--- src/hw/lpc_pkg.sv ---
// Purpose: Shared constants for the LIN physical-layer control block
// Assumes: One 8-bit register, byte-wide die-to-die access
// Notes:   Bit positions and bases as laid out in the control register
`default_nettype none
package lpc_pkg;
  // ***************************************
  // Address map
  // ***************************************
  localparam logic [15:0] LPC_BASE_BLOCKING    = 16'h0200;
  localparam logic [15:0] LPC_BASE_NONBLOCKING = 16'h0300;
  localparam logic [7:0]  LPC_CTRL_OFFSET      = 8'h18;
  localparam logic [15:0] LPC_ADDR_BLOCKING    = LPC_BASE_BLOCKING + 16'(LPC_CTRL_OFFSET);
  localparam logic [15:0] LPC_ADDR_NONBLOCKING = LPC_BASE_NONBLOCKING + 16'(LPC_CTRL_OFFSET);
  localparam logic [7:0]  LPC_CTRL_RESET       = 8'h00;

  // ***************************************
  // Field positions
  // ***************************************
  localparam int LPC_BIT_OT_IRQ_EN  = 7;
  localparam int LPC_BIT_OT_PRESENT = 6;
  localparam int LPC_BIT_RX_LEVEL   = 5;
  localparam int LPC_BIT_TX_FORCE   = 4;
  localparam int LPC_BIT_LOW_VOLTAGE_SHUTDOWN_DISABLE_DIS   = 3;
  localparam int LPC_BIT_ENABLE     = 2;
  localparam int LPC_BIT_SLEW_HI    = 1;
  localparam int LPC_BIT_SLEW_LO    = 0;

  // ***************************************
  // Slew-rate codes
  // ***************************************
  localparam logic [1:0] LPC_SLEW_NORMAL  = 2'h0;
  localparam logic [1:0] LPC_SLEW_SLOW    = 2'h1;
  localparam logic [1:0] LPC_SLEW_FAST    = 2'h2;
  localparam logic [1:0] LPC_SLEW_NORMAL2 = 2'h3;

  // Park state for the undervoltage handling
  typedef enum logic [1:0] {
    LPC_RUN,
    LPC_WAIT_REC,
    LPC_PARKED,
    LPC_RESUME
  } lpc_park_e;
endpackage
`default_nettype wire

--- src/hw/lpc_sync.sv ---
// Purpose: Two-flop synchroniser for asynchronous indications
// Assumes: Inputs are quasi-static levels from the analog side
// Notes:   First stage feeds only the second stage
`default_nettype none
module lpc_sync #(
  parameter int WIDTH = 1
) (
  // Clock and control
  input  wire logic             clk,
  input  wire logic             rst,
  input  wire logic             ce,
  // Data
  input  wire logic [WIDTH-1:0] d,
  output logic      [WIDTH-1:0] q
);
  logic [WIDTH-1:0] meta_r;

  always_ff @(posedge clk) begin
    if (rst) begin
      meta_r <= '0;
      q      <= '0;
    end else if (ce) begin
      meta_r <= d;
      q      <= meta_r;
    end
  end
endmodule
`default_nettype wire

--- src/hw/lpc_top.sv ---
// Purpose: Control and status logic of the LIN physical-layer transceiver
// Assumes: Byte register port with read/write strobes on clk; analog pins async
// Notes:   Driver output is active high for dominant
//
// Contract
// - Undervoltage while recessive keeps driver recessive while it persists.
// - Undervoltage while dominant: finish dominant phase, then hold recessive.
// - After undervoltage, resume if transmit recessive, else at next rising edge.
// - Shutdown-disable bit 3 set ignores undervoltage; clear enables parking.
// - One 8-bit register at 0x18 from 0x0200 and 0x300, reset zero.
// - Bit 6 reads overtemperature present; reading clears the pending flag.
// - Bit 5 reads 0 when bus dominant, 1 when recessive.
// - Bit 4 set forces transmitter dominant, ORed with normal path.
// - Bit 2 enables transceiver; disabled after reset.
// - Slew field 00/11 normal, 01 slow, 10 fast.
// - Enabled overtemperature raises request; new one only after vanish and recur.
// - After overtemperature ends and transmit high, transmitter re-enables itself.
`default_nettype none
module lpc_top (
  // Clock, reset, enable
  input  wire logic       clk,
  input  wire logic       rst,
  input  wire logic       ce,
  // Register port
  input  wire logic [15:0] reg_addr,
  input  wire logic       reg_wr,
  input  wire logic       reg_rd,
  input  wire logic [7:0] reg_wdata,
  output logic      [7:0] reg_rdata,
  output logic            reg_hit,
  // Serial interface side
  input  wire logic       sci_txd,
  output logic            sci_rxd,
  // Analog side
  input  wire logic       bus_rx_level,
  input  wire logic       supply_undervoltage,
  input  wire logic       overtemp_in,
  output logic            driver_dominant,
  output logic            transceiver_enable,
  output logic [1:0]      slew_rate_select,
  output logic            slew_slow,
  output logic            slew_fast,
  output logic            overtemp_irq
);
  // ***************************************
  // Synchronisers
  // ***************************************
  logic [2:0] async_in;
  logic [2:0] async_s;
  logic       uv_s;
  logic       ot_s;
  logic       rx_s;

  assign async_in = {bus_rx_level, overtemp_in, supply_undervoltage};

  lpc_sync #(.WIDTH(3)) u_sync (
    .clk (clk),
    .rst (rst),
    .ce  (ce),
    .d   (async_in),
    .q   (async_s)
  );

  assign uv_s = async_s[0];
  assign ot_s = async_s[1];
  assign rx_s = async_s[2];

  // ***************************************
  // Register file
  // ***************************************
  logic       ot_irq_enable_r;
  logic       tx_force_r;
  logic       low_voltage_shutdown_disable_disable_r;
  logic       enable_r;
  logic [1:0] slew_r;
  logic       ot_flag_r;
  logic       ot_prev_r;
  logic [7:0] rdata_r;
  logic       wr_hit;
  logic       rd_hit;
  logic       ot_rise;
  logic       ot_flag_nxt;
  logic [7:0] status_word;

  assign reg_hit = (reg_addr == lpc_pkg::LPC_ADDR_BLOCKING) ||
                   (reg_addr == lpc_pkg::LPC_ADDR_NONBLOCKING);
  assign wr_hit  = ce && reg_wr && reg_hit;
  assign rd_hit  = ce && reg_rd && reg_hit;

  assign status_word = {ot_irq_enable_r, ot_s, rx_s, tx_force_r,
                        low_voltage_shutdown_disable_disable_r, enable_r, slew_r};

  always_ff @(posedge clk) begin
    if (rst) begin
      ot_irq_enable_r <= 1'b0;
      tx_force_r      <= 1'b0;
      low_voltage_shutdown_disable_disable_r  <= 1'b0;
      enable_r        <= 1'b0;
      slew_r          <= lpc_pkg::LPC_SLEW_NORMAL;
    end else if (wr_hit) begin
      ot_irq_enable_r <= reg_wdata[lpc_pkg::LPC_BIT_OT_IRQ_EN];
      tx_force_r      <= reg_wdata[lpc_pkg::LPC_BIT_TX_FORCE];
      low_voltage_shutdown_disable_disable_r  <= reg_wdata[lpc_pkg::LPC_BIT_LOW_VOLTAGE_SHUTDOWN_DISABLE_DIS];
      enable_r        <= reg_wdata[lpc_pkg::LPC_BIT_ENABLE];
      slew_r          <= reg_wdata[lpc_pkg::LPC_BIT_SLEW_HI:lpc_pkg::LPC_BIT_SLEW_LO];
    end
  end

  // Unmapped reads return zero
  always_ff @(posedge clk) begin
    if (rst) begin
      rdata_r <= lpc_pkg::LPC_CTRL_RESET;
    end else if (ce && reg_rd) begin
      rdata_r <= reg_hit ? status_word : 8'h00;
    end
  end
  assign reg_rdata = rdata_r;

  // ***************************************
  // Overtemperature event flag
  // ***************************************
  // Edge only, so a lasting condition gives one request per occurrence
  assign ot_rise     = ot_s && !ot_prev_r;
  // A new edge in the same cycle as the acknowledging read wins
  assign ot_flag_nxt = ot_rise ? 1'b1 : (rd_hit ? 1'b0 : ot_flag_r);

  always_ff @(posedge clk) begin
    if (rst) begin
      ot_prev_r <= 1'b0;
      ot_flag_r <= 1'b0;
    end else if (ce) begin
      ot_prev_r <= ot_s;
      ot_flag_r <= ot_flag_nxt;
    end
  end

  assign overtemp_irq = ot_flag_r && ot_irq_enable_r;

  // ***************************************
  // Overtemperature shutdown latch
  // ***************************************
  logic ot_shut_r;
  logic ot_shut_nxt;

  // Released only once the condition is gone and transmit input is high
  assign ot_shut_nxt = ot_s ? 1'b1 : (sci_txd ? 1'b0 : ot_shut_r);

  always_ff @(posedge clk) begin
    if (rst) begin
      ot_shut_r <= 1'b0;
    end else if (ce) begin
      ot_shut_r <= ot_shut_nxt;
    end
  end

  // ***************************************
  // Undervoltage parking
  // ***************************************
  lpc_pkg::lpc_park_e park_r;
  lpc_pkg::lpc_park_e park_nxt;
  logic               tx_prev_r;
  logic               tx_dom_req;
  logic               tx_rise;
  logic               uv_active;
  logic               uv_dom;
  logic               parked;
  logic               drv_r;

  // sci_txd comes from logic on clk, so it is used unsynchronised
  assign tx_dom_req = !sci_txd || tx_force_r;
  assign tx_rise    = !tx_dom_req && tx_prev_r;
  assign uv_active  = uv_s && !low_voltage_shutdown_disable_disable_r;
  // Judged on the real driver, so a disabled or cut driver counts as recessive
  assign uv_dom     = drv_r && tx_dom_req;

  always_comb begin
    park_nxt = park_r;
    case (park_r)
      lpc_pkg::LPC_RUN: begin
        if (uv_active) begin
          park_nxt = uv_dom ? lpc_pkg::LPC_WAIT_REC : lpc_pkg::LPC_PARKED;
        end
      end
      lpc_pkg::LPC_WAIT_REC: begin
        if (!uv_active) begin
          park_nxt = lpc_pkg::LPC_RUN;
        end else if (!tx_dom_req || !drv_r) begin
          park_nxt = lpc_pkg::LPC_PARKED;
        end
      end
      lpc_pkg::LPC_PARKED: begin
        if (!uv_active) begin
          park_nxt = tx_dom_req ? lpc_pkg::LPC_RESUME : lpc_pkg::LPC_RUN;
        end
      end
      lpc_pkg::LPC_RESUME: begin
        if (uv_active) begin
          park_nxt = lpc_pkg::LPC_PARKED;
        end else if (tx_rise) begin
          park_nxt = lpc_pkg::LPC_RUN;
        end
      end
      default: park_nxt = lpc_pkg::LPC_RUN;
    endcase
  end

  always_ff @(posedge clk) begin
    if (rst) begin
      park_r    <= lpc_pkg::LPC_RUN;
      tx_prev_r <= 1'b0;
    end else if (ce) begin
      park_r    <= park_nxt;
      tx_prev_r <= tx_dom_req;
    end
  end

  // A dominant phase under way keeps driving until transmit goes recessive
  assign parked = (park_r == lpc_pkg::LPC_PARKED) ||
                  (park_r == lpc_pkg::LPC_RESUME) ||
                  (park_r == lpc_pkg::LPC_WAIT_REC && !drv_r) ||
                  (park_r == lpc_pkg::LPC_RUN && uv_active && !uv_dom);

  // ***************************************
  // Driver outputs
  // ***************************************
  logic drv_nxt;
  logic rxd_r;

  assign drv_nxt = enable_r && !ot_s && !ot_shut_r && !parked && tx_dom_req;

  always_ff @(posedge clk) begin
    if (rst) begin
      drv_r <= 1'b0;
      rxd_r <= 1'b1;
    end else if (ce) begin
      drv_r <= drv_nxt;
      rxd_r <= enable_r ? rx_s : 1'b1;
    end
  end

  assign driver_dominant    = drv_r;
  assign sci_rxd            = rxd_r;
  assign transceiver_enable = enable_r;
  assign slew_rate_select   = slew_r;
  assign slew_slow          = (slew_r == lpc_pkg::LPC_SLEW_SLOW);
  assign slew_fast          = (slew_r == lpc_pkg::LPC_SLEW_FAST);
endmodule
`default_nettype wire

--- config.mk ---
export PLATFORM = sky130hd
export DESIGN_NAME = lpc_top
export DESIGN_NICKNAME = d
export VERILOG_FILES = /design/src/hw/lpc_pkg.sv /design/src/hw/lpc_sync.sv /design/src/hw/lpc_top.sv
export SDC_FILE = /design/constraint.sdc
export NUM_CORES = 1
export LEC_CHECK = 0
export ABC_AREA = 1
export BUFFER_PORTS_ARGS = -buffer_cell sky130_fd_sc_hd__buf_2
export CORE_MARGIN = 2
export CORE_UTILIZATION = 35
export DETAILED_ROUTE_END_ITERATION = 6
export HOLD_SLACK_MARGIN = 0.02
export PLACE_DENSITY_LB_ADDON = 0.15
export RECOVER_POWER = 25
export SETUP_SLACK_MARGIN = 0.1
export SLEW_MARGIN = 30
export SYNTH_ARGS = -nofsm -noshare
export SYNTH_HDL_FRONTEND = slang
export SYNTH_SLANG_ARGS = --single-unit
--- constraint.sdc ---
create_clock -name clk -period 1.6 [get_ports clk]
set_clock_uncertainty 0.15 [all_clocks]
set_input_delay 0.32 -clock clk [delete_from_list [all_inputs] [get_ports clk]]
set_output_delay 0.32 -clock clk [all_outputs]
set_load 0.01 [all_outputs]
# == Word level (Yosys, flattened, before mapping) ==
# Cells that the tools add are included.
# classes
n_reduce_logical,37
eq_ne,11
muxes,15
# op_table
cell,count
$eq A16 B10 Y1 const B,2
$logic_and A1 B1 Y1,16
$mux W2,8
$logic_not A1 Y1,9
$mux W8,1
$pmux W2 S4,1
$eq A2 B2 Y1 const B,3
$logic_or A1 B1 Y1,6
$ne A3 B3 Y1 const B,2
$mux W1,5
$reduce_and A5 Y1,1
$eq A2 B1 Y1 const B,2
$ne A2 B2 Y1 const B,2
$reduce_and A2 Y1,2
$reduce_bool A2 Y1,2
$logic_not A2 Y1,1
# word_totals
output_inout_bits,17
register_bits,28

# == Longest topological paths before layout ==
# depth
word_depth,9
mapped_depth,9
mapped_depth_nobuf,9

# == Cells and area by module ==
# A second synthesis with hierarchy kept.
# unflattened
hier_cells,199
area_unflattened_um2,1337.5
# modules_own_cells
module,area_per_inst_um2,instances,cells_each,seq_area_each_um2
lpc_top,1089.8,1,161,440.4
lpc_sync,247.7,1,38,120.1

# == Least setup slack after synthesis ==
# Ideal clock, no wire load.
# synth_timing
path_kind,input to output
startpoint,input port reg_addr[1]
endpoint,output port reg_hit
slack_ns,0.150
path_stages,2
t_arrival_ns,0.980
path_cell_list,nand3b_1 -> nor4_1
# synth_via
elab_chain_cells,2
# synth_lines
element,line,source
from (decl),lpc_top.sv:25,"input wire logic [15:0] reg_addr,"
"$eq A16 B10 Y1, on equally long branches","lpc_top.sv:85, lpc_top.sv:86",
$logic_or A1 B1 Y1 *,lpc_top.sv:85,assign reg_hit = (reg_addr == lpc_pkg::LPC_ADDR_BLOCKING) ||
to (decl),lpc_top.sv:30,"output logic reg_hit,"
# Every way passes the cells marked *; elsewhere a longest branch is shown, timed or not.

# == Worst setup path after layout ==
# layout_timing
startpoint,input port reg_addr[6]
endpoint,output port reg_hit
# The elaborated chain is that of the path after synthesis.

==> results.sh <==
export IMPL_status="complete, no violations"
export IMPL_top_usage_layer="met2"
export IMPL_grt_max_degree=16
export IMPL_p_leak_uw=0.000888
export IMPL_clockBufferDepth=2
export IMPL_synthTopCellsByArea="dfxtp_1 (43%), nand2_1 (14%), nor2_1 (10%)"
export IMPL_synth_fp_nets=219
export IMPL_wirelength_um=3040
export IMPL_yosysMostFrequentCell="nand2_1"
export IMPL_synth_top_cells_by_count="nand2_1 (50), nor2_1 (36), dfxtp_1 (28)"
export IMPL_min_from="supply_undervoltage"
export IMPL_hold_viol=0
export IMPL_cts_hold_buf=0
export IMPL_clkTransAtPathRegs_ns=0.09
export IMPL_cts_tree="built"
export IMPL_ys_dominant_reg_cell="dfxtp_1"
export IMPL_drtAntennaViolNets=0
export IMPL_vdd_drop_max_mv=0.608
export IMPL_syn_instance_count=186
export IMPL_h_tree_depth=1
export IMPL_r2r_start="tx_force_r$_SDFFE_PP0P_"
export IMPL_die_area_um2=4230
export IMPL_clk_latency_ns=0.27
export IMPL_holdPathStages=3
export IMPL_wl_per_cell_um=10.5
export IMPL_core_area_um2=3630
export IMPL_syn_area_um2=1300
export IMPL_rr_worst_depth=8
export IMPL_die_y_um=65.0
export IMPL_critical_path_arrival_ns=1.00
export IMPL_drive_gt1_frac=0.282
export IMPL_start_util=0.359
export IMPL_drtIter0Drc=41
export IMPL_ys_warn_count=0
export IMPL_fin_setup_tns_ns=0
export IMPL_p_per_area_nw_per_um2=792
export IMPL_synthArstFlopShare=0
export IMPL_fin_cells=289
export IMPL_slew_headroom=0.833
export IMPL_dp_cells=282
export IMPL_area_growth_pct=31.9
export IMPL_slowest_stage="nor4_2"
export IMPL_synth_edf_count=0
export IMPL_first_global_vias=1172
export IMPL_min_period_ns=1.47
export IMPL_antenna_found_initial=0
export IMPL_rows=22
export IMPL_track_usage=0.154
export IMPL_drtPass1Iterations=4
export IMPL_viasPerCell=4.55
export IMPL_worstReg2RegEnd="park_r[0]$_SDFFE_PP0P_"
export IMPL_setup_ws_ns=0.133
export IMPL_cts_made_buffers=3
export IMPL_via_count=1315
export IMPL_path_max_fanout=2
export IMPL_drc_errors=0
export IMPL_root_buffer="clkbuf_8"
export IMPL_rsz0062_at_grt="yes"
export IMPL_synth_distinct_cells=23
export IMPL_cts_sinks=28
export IMPL_use_met2=0.268
export IMPL_num_antenna_cells=0
export IMPL_dp_slack_ns=0.0719
export IMPL_start_kind="input pin"
export IMPL_die_width_um=65.0
export IMPL_critPathRequiredTime_ns=1.13
export IMPL_yosysTopAreaCell="dfxtp_1"
export IMPL_ys_seq_area_frac=0.430
export IMPL_place_congestion=0.774
export IMPL_max_stage_delay_ns=0.24
export IMPL_period_share=0.917
export IMPL_min_to="u_sync.meta_r[0]$_SDFFE_PP0P_"
export IMPL_worstMarginPinSlew_ns=0.250
export IMPL_dpl_hpwl_um=2270
export IMPL_synthDominantCellAreaShare=0.430
export IMPL_critPathKind="input pin to output pin"
export IMPL_hold_class="input pin to flop"
export IMPL_grt_pass1_wl_um=5110
export IMPL_crit_chain="buf_6 -> nor2_4 -> nand3_2 -> nor4_2 -> buf_2"
export IMPL_synth_seq_cells=28
export IMPL_slew_viol_final=0
export IMPL_timing_hold_ws_ns=0.112
export IMPL_final_nets=275
export IMPL_grt_overflow_total=0
export IMPL_clock_fmax_ghz=0.682
export IMPL_finalPower_uw=1360
export IMPL_use_met1=0.190
export IMPL_cap_violations=0
export IMPL_setup_viol=0
export IMPL_portBuffers=46
export IMPL_regToRegSetupSlack_ns=0.30
export IMPL_endpoint_kind="output pin"
export IMPL_avgSynthCellArea_um2=7.01
export IMPL_num_io_pins=50
export IMPL_grtUsageMet3=0.0365
==> per-layer routing <==
| layer | vias to the layer above | wire, µm | share of wire |
|---|---|---|---|
| met4 | 0 | 28 | 0.0092 |
| met3 | 4 | 187 | 0.062 |
| li1 | 706 | - | - |
| met2 | 35 | 1400 | 0.46 |
| met1 | 570 | 1420 | 0.47 |
| met5 | - | 0 | 0 |
==> what timing repair did <==
action                                  4_1_cts  5_1_grt
resized for setup                             2        6
setup buffers                                 2        1
pin swaps                                     1        3
endpoints found under the setup margin        1        3
==> sequential cells by signal, indices dropped and copies added (netlist names), 2 cells and up <==
name	cells
u_sync.meta_r	3
park_r	2
u_sync.q	3
reg_rdata	8
slew_rate_select	2
==> cell usage in the layout, fill, tap and decap left out, drive strengths merged <==
master,n
o211ai,1
a21oi,16
dfxtp,28
nor4,2
clkbuf,6
nand3b,3
buf,54
nand4,8
nor2,39
nand3,8
inv,15
or2,1
o21ai,9
clkinv,1
nand2,50
==> worst max-delay path by stage <==
stage / startpoint / endpoint / slack (ns) / cells after the start
detailed placement: reg_addr[7] / reg_hit / 0.07 / 5
CTS: reg_addr[1] / reg_hit / 0.10 / 4
global placement: reg_addr[7] / reg_hit / 0.07 / 5
finish: reg_addr[6] / reg_hit / 0.13 / 5
floorplan: reg_addr[1] / reg_hit / 0.15 / 2
global route: reg_addr[6] / reg_hit / 0.06 / 5
==> worst max-delay path, delay by kind of cell <==
family | cells | cell delay (ns)
buffers and inverters | 2 | 0.26
and+or+nand+nor | 3 | 0.42
==> report_power, final <==
group / total (µW) / switching [µW] / internal, µW
combinational: 187 / 104 / 82.5
clock: 434 / 213 / 220
sequential: 741 / 19.4 / 721
==> cell families (layout without fill, tap and decap cells) <==
kind of cell	Yosys count	count (layout)	synth area share
compound gates	26	26	0.102
buf+inv	21	76	0.0748
simple gates	111	111	0.393
flops	28	28	0.430
==> metrics by stage <==
step	util	cell area, µm²
2_1_floorplan	-	1300
3_3_place_gp	0.443	1610
3_5_place_dp	0.443	1610
4_1_cts	0.465	1690
5_1_grt	0.473	1720
6_report	0.473	1720
==> layout make-up <==
cell class              count  area, µm²
clock buffers               4       55.1
fillers                   414       1910
inverters                  16       60.1
multi-input cells         137        668
flip-flops and latches     28        563
well taps                  48       60.1
repair buffers             56        313
Power figures use the tool's default switching activity.
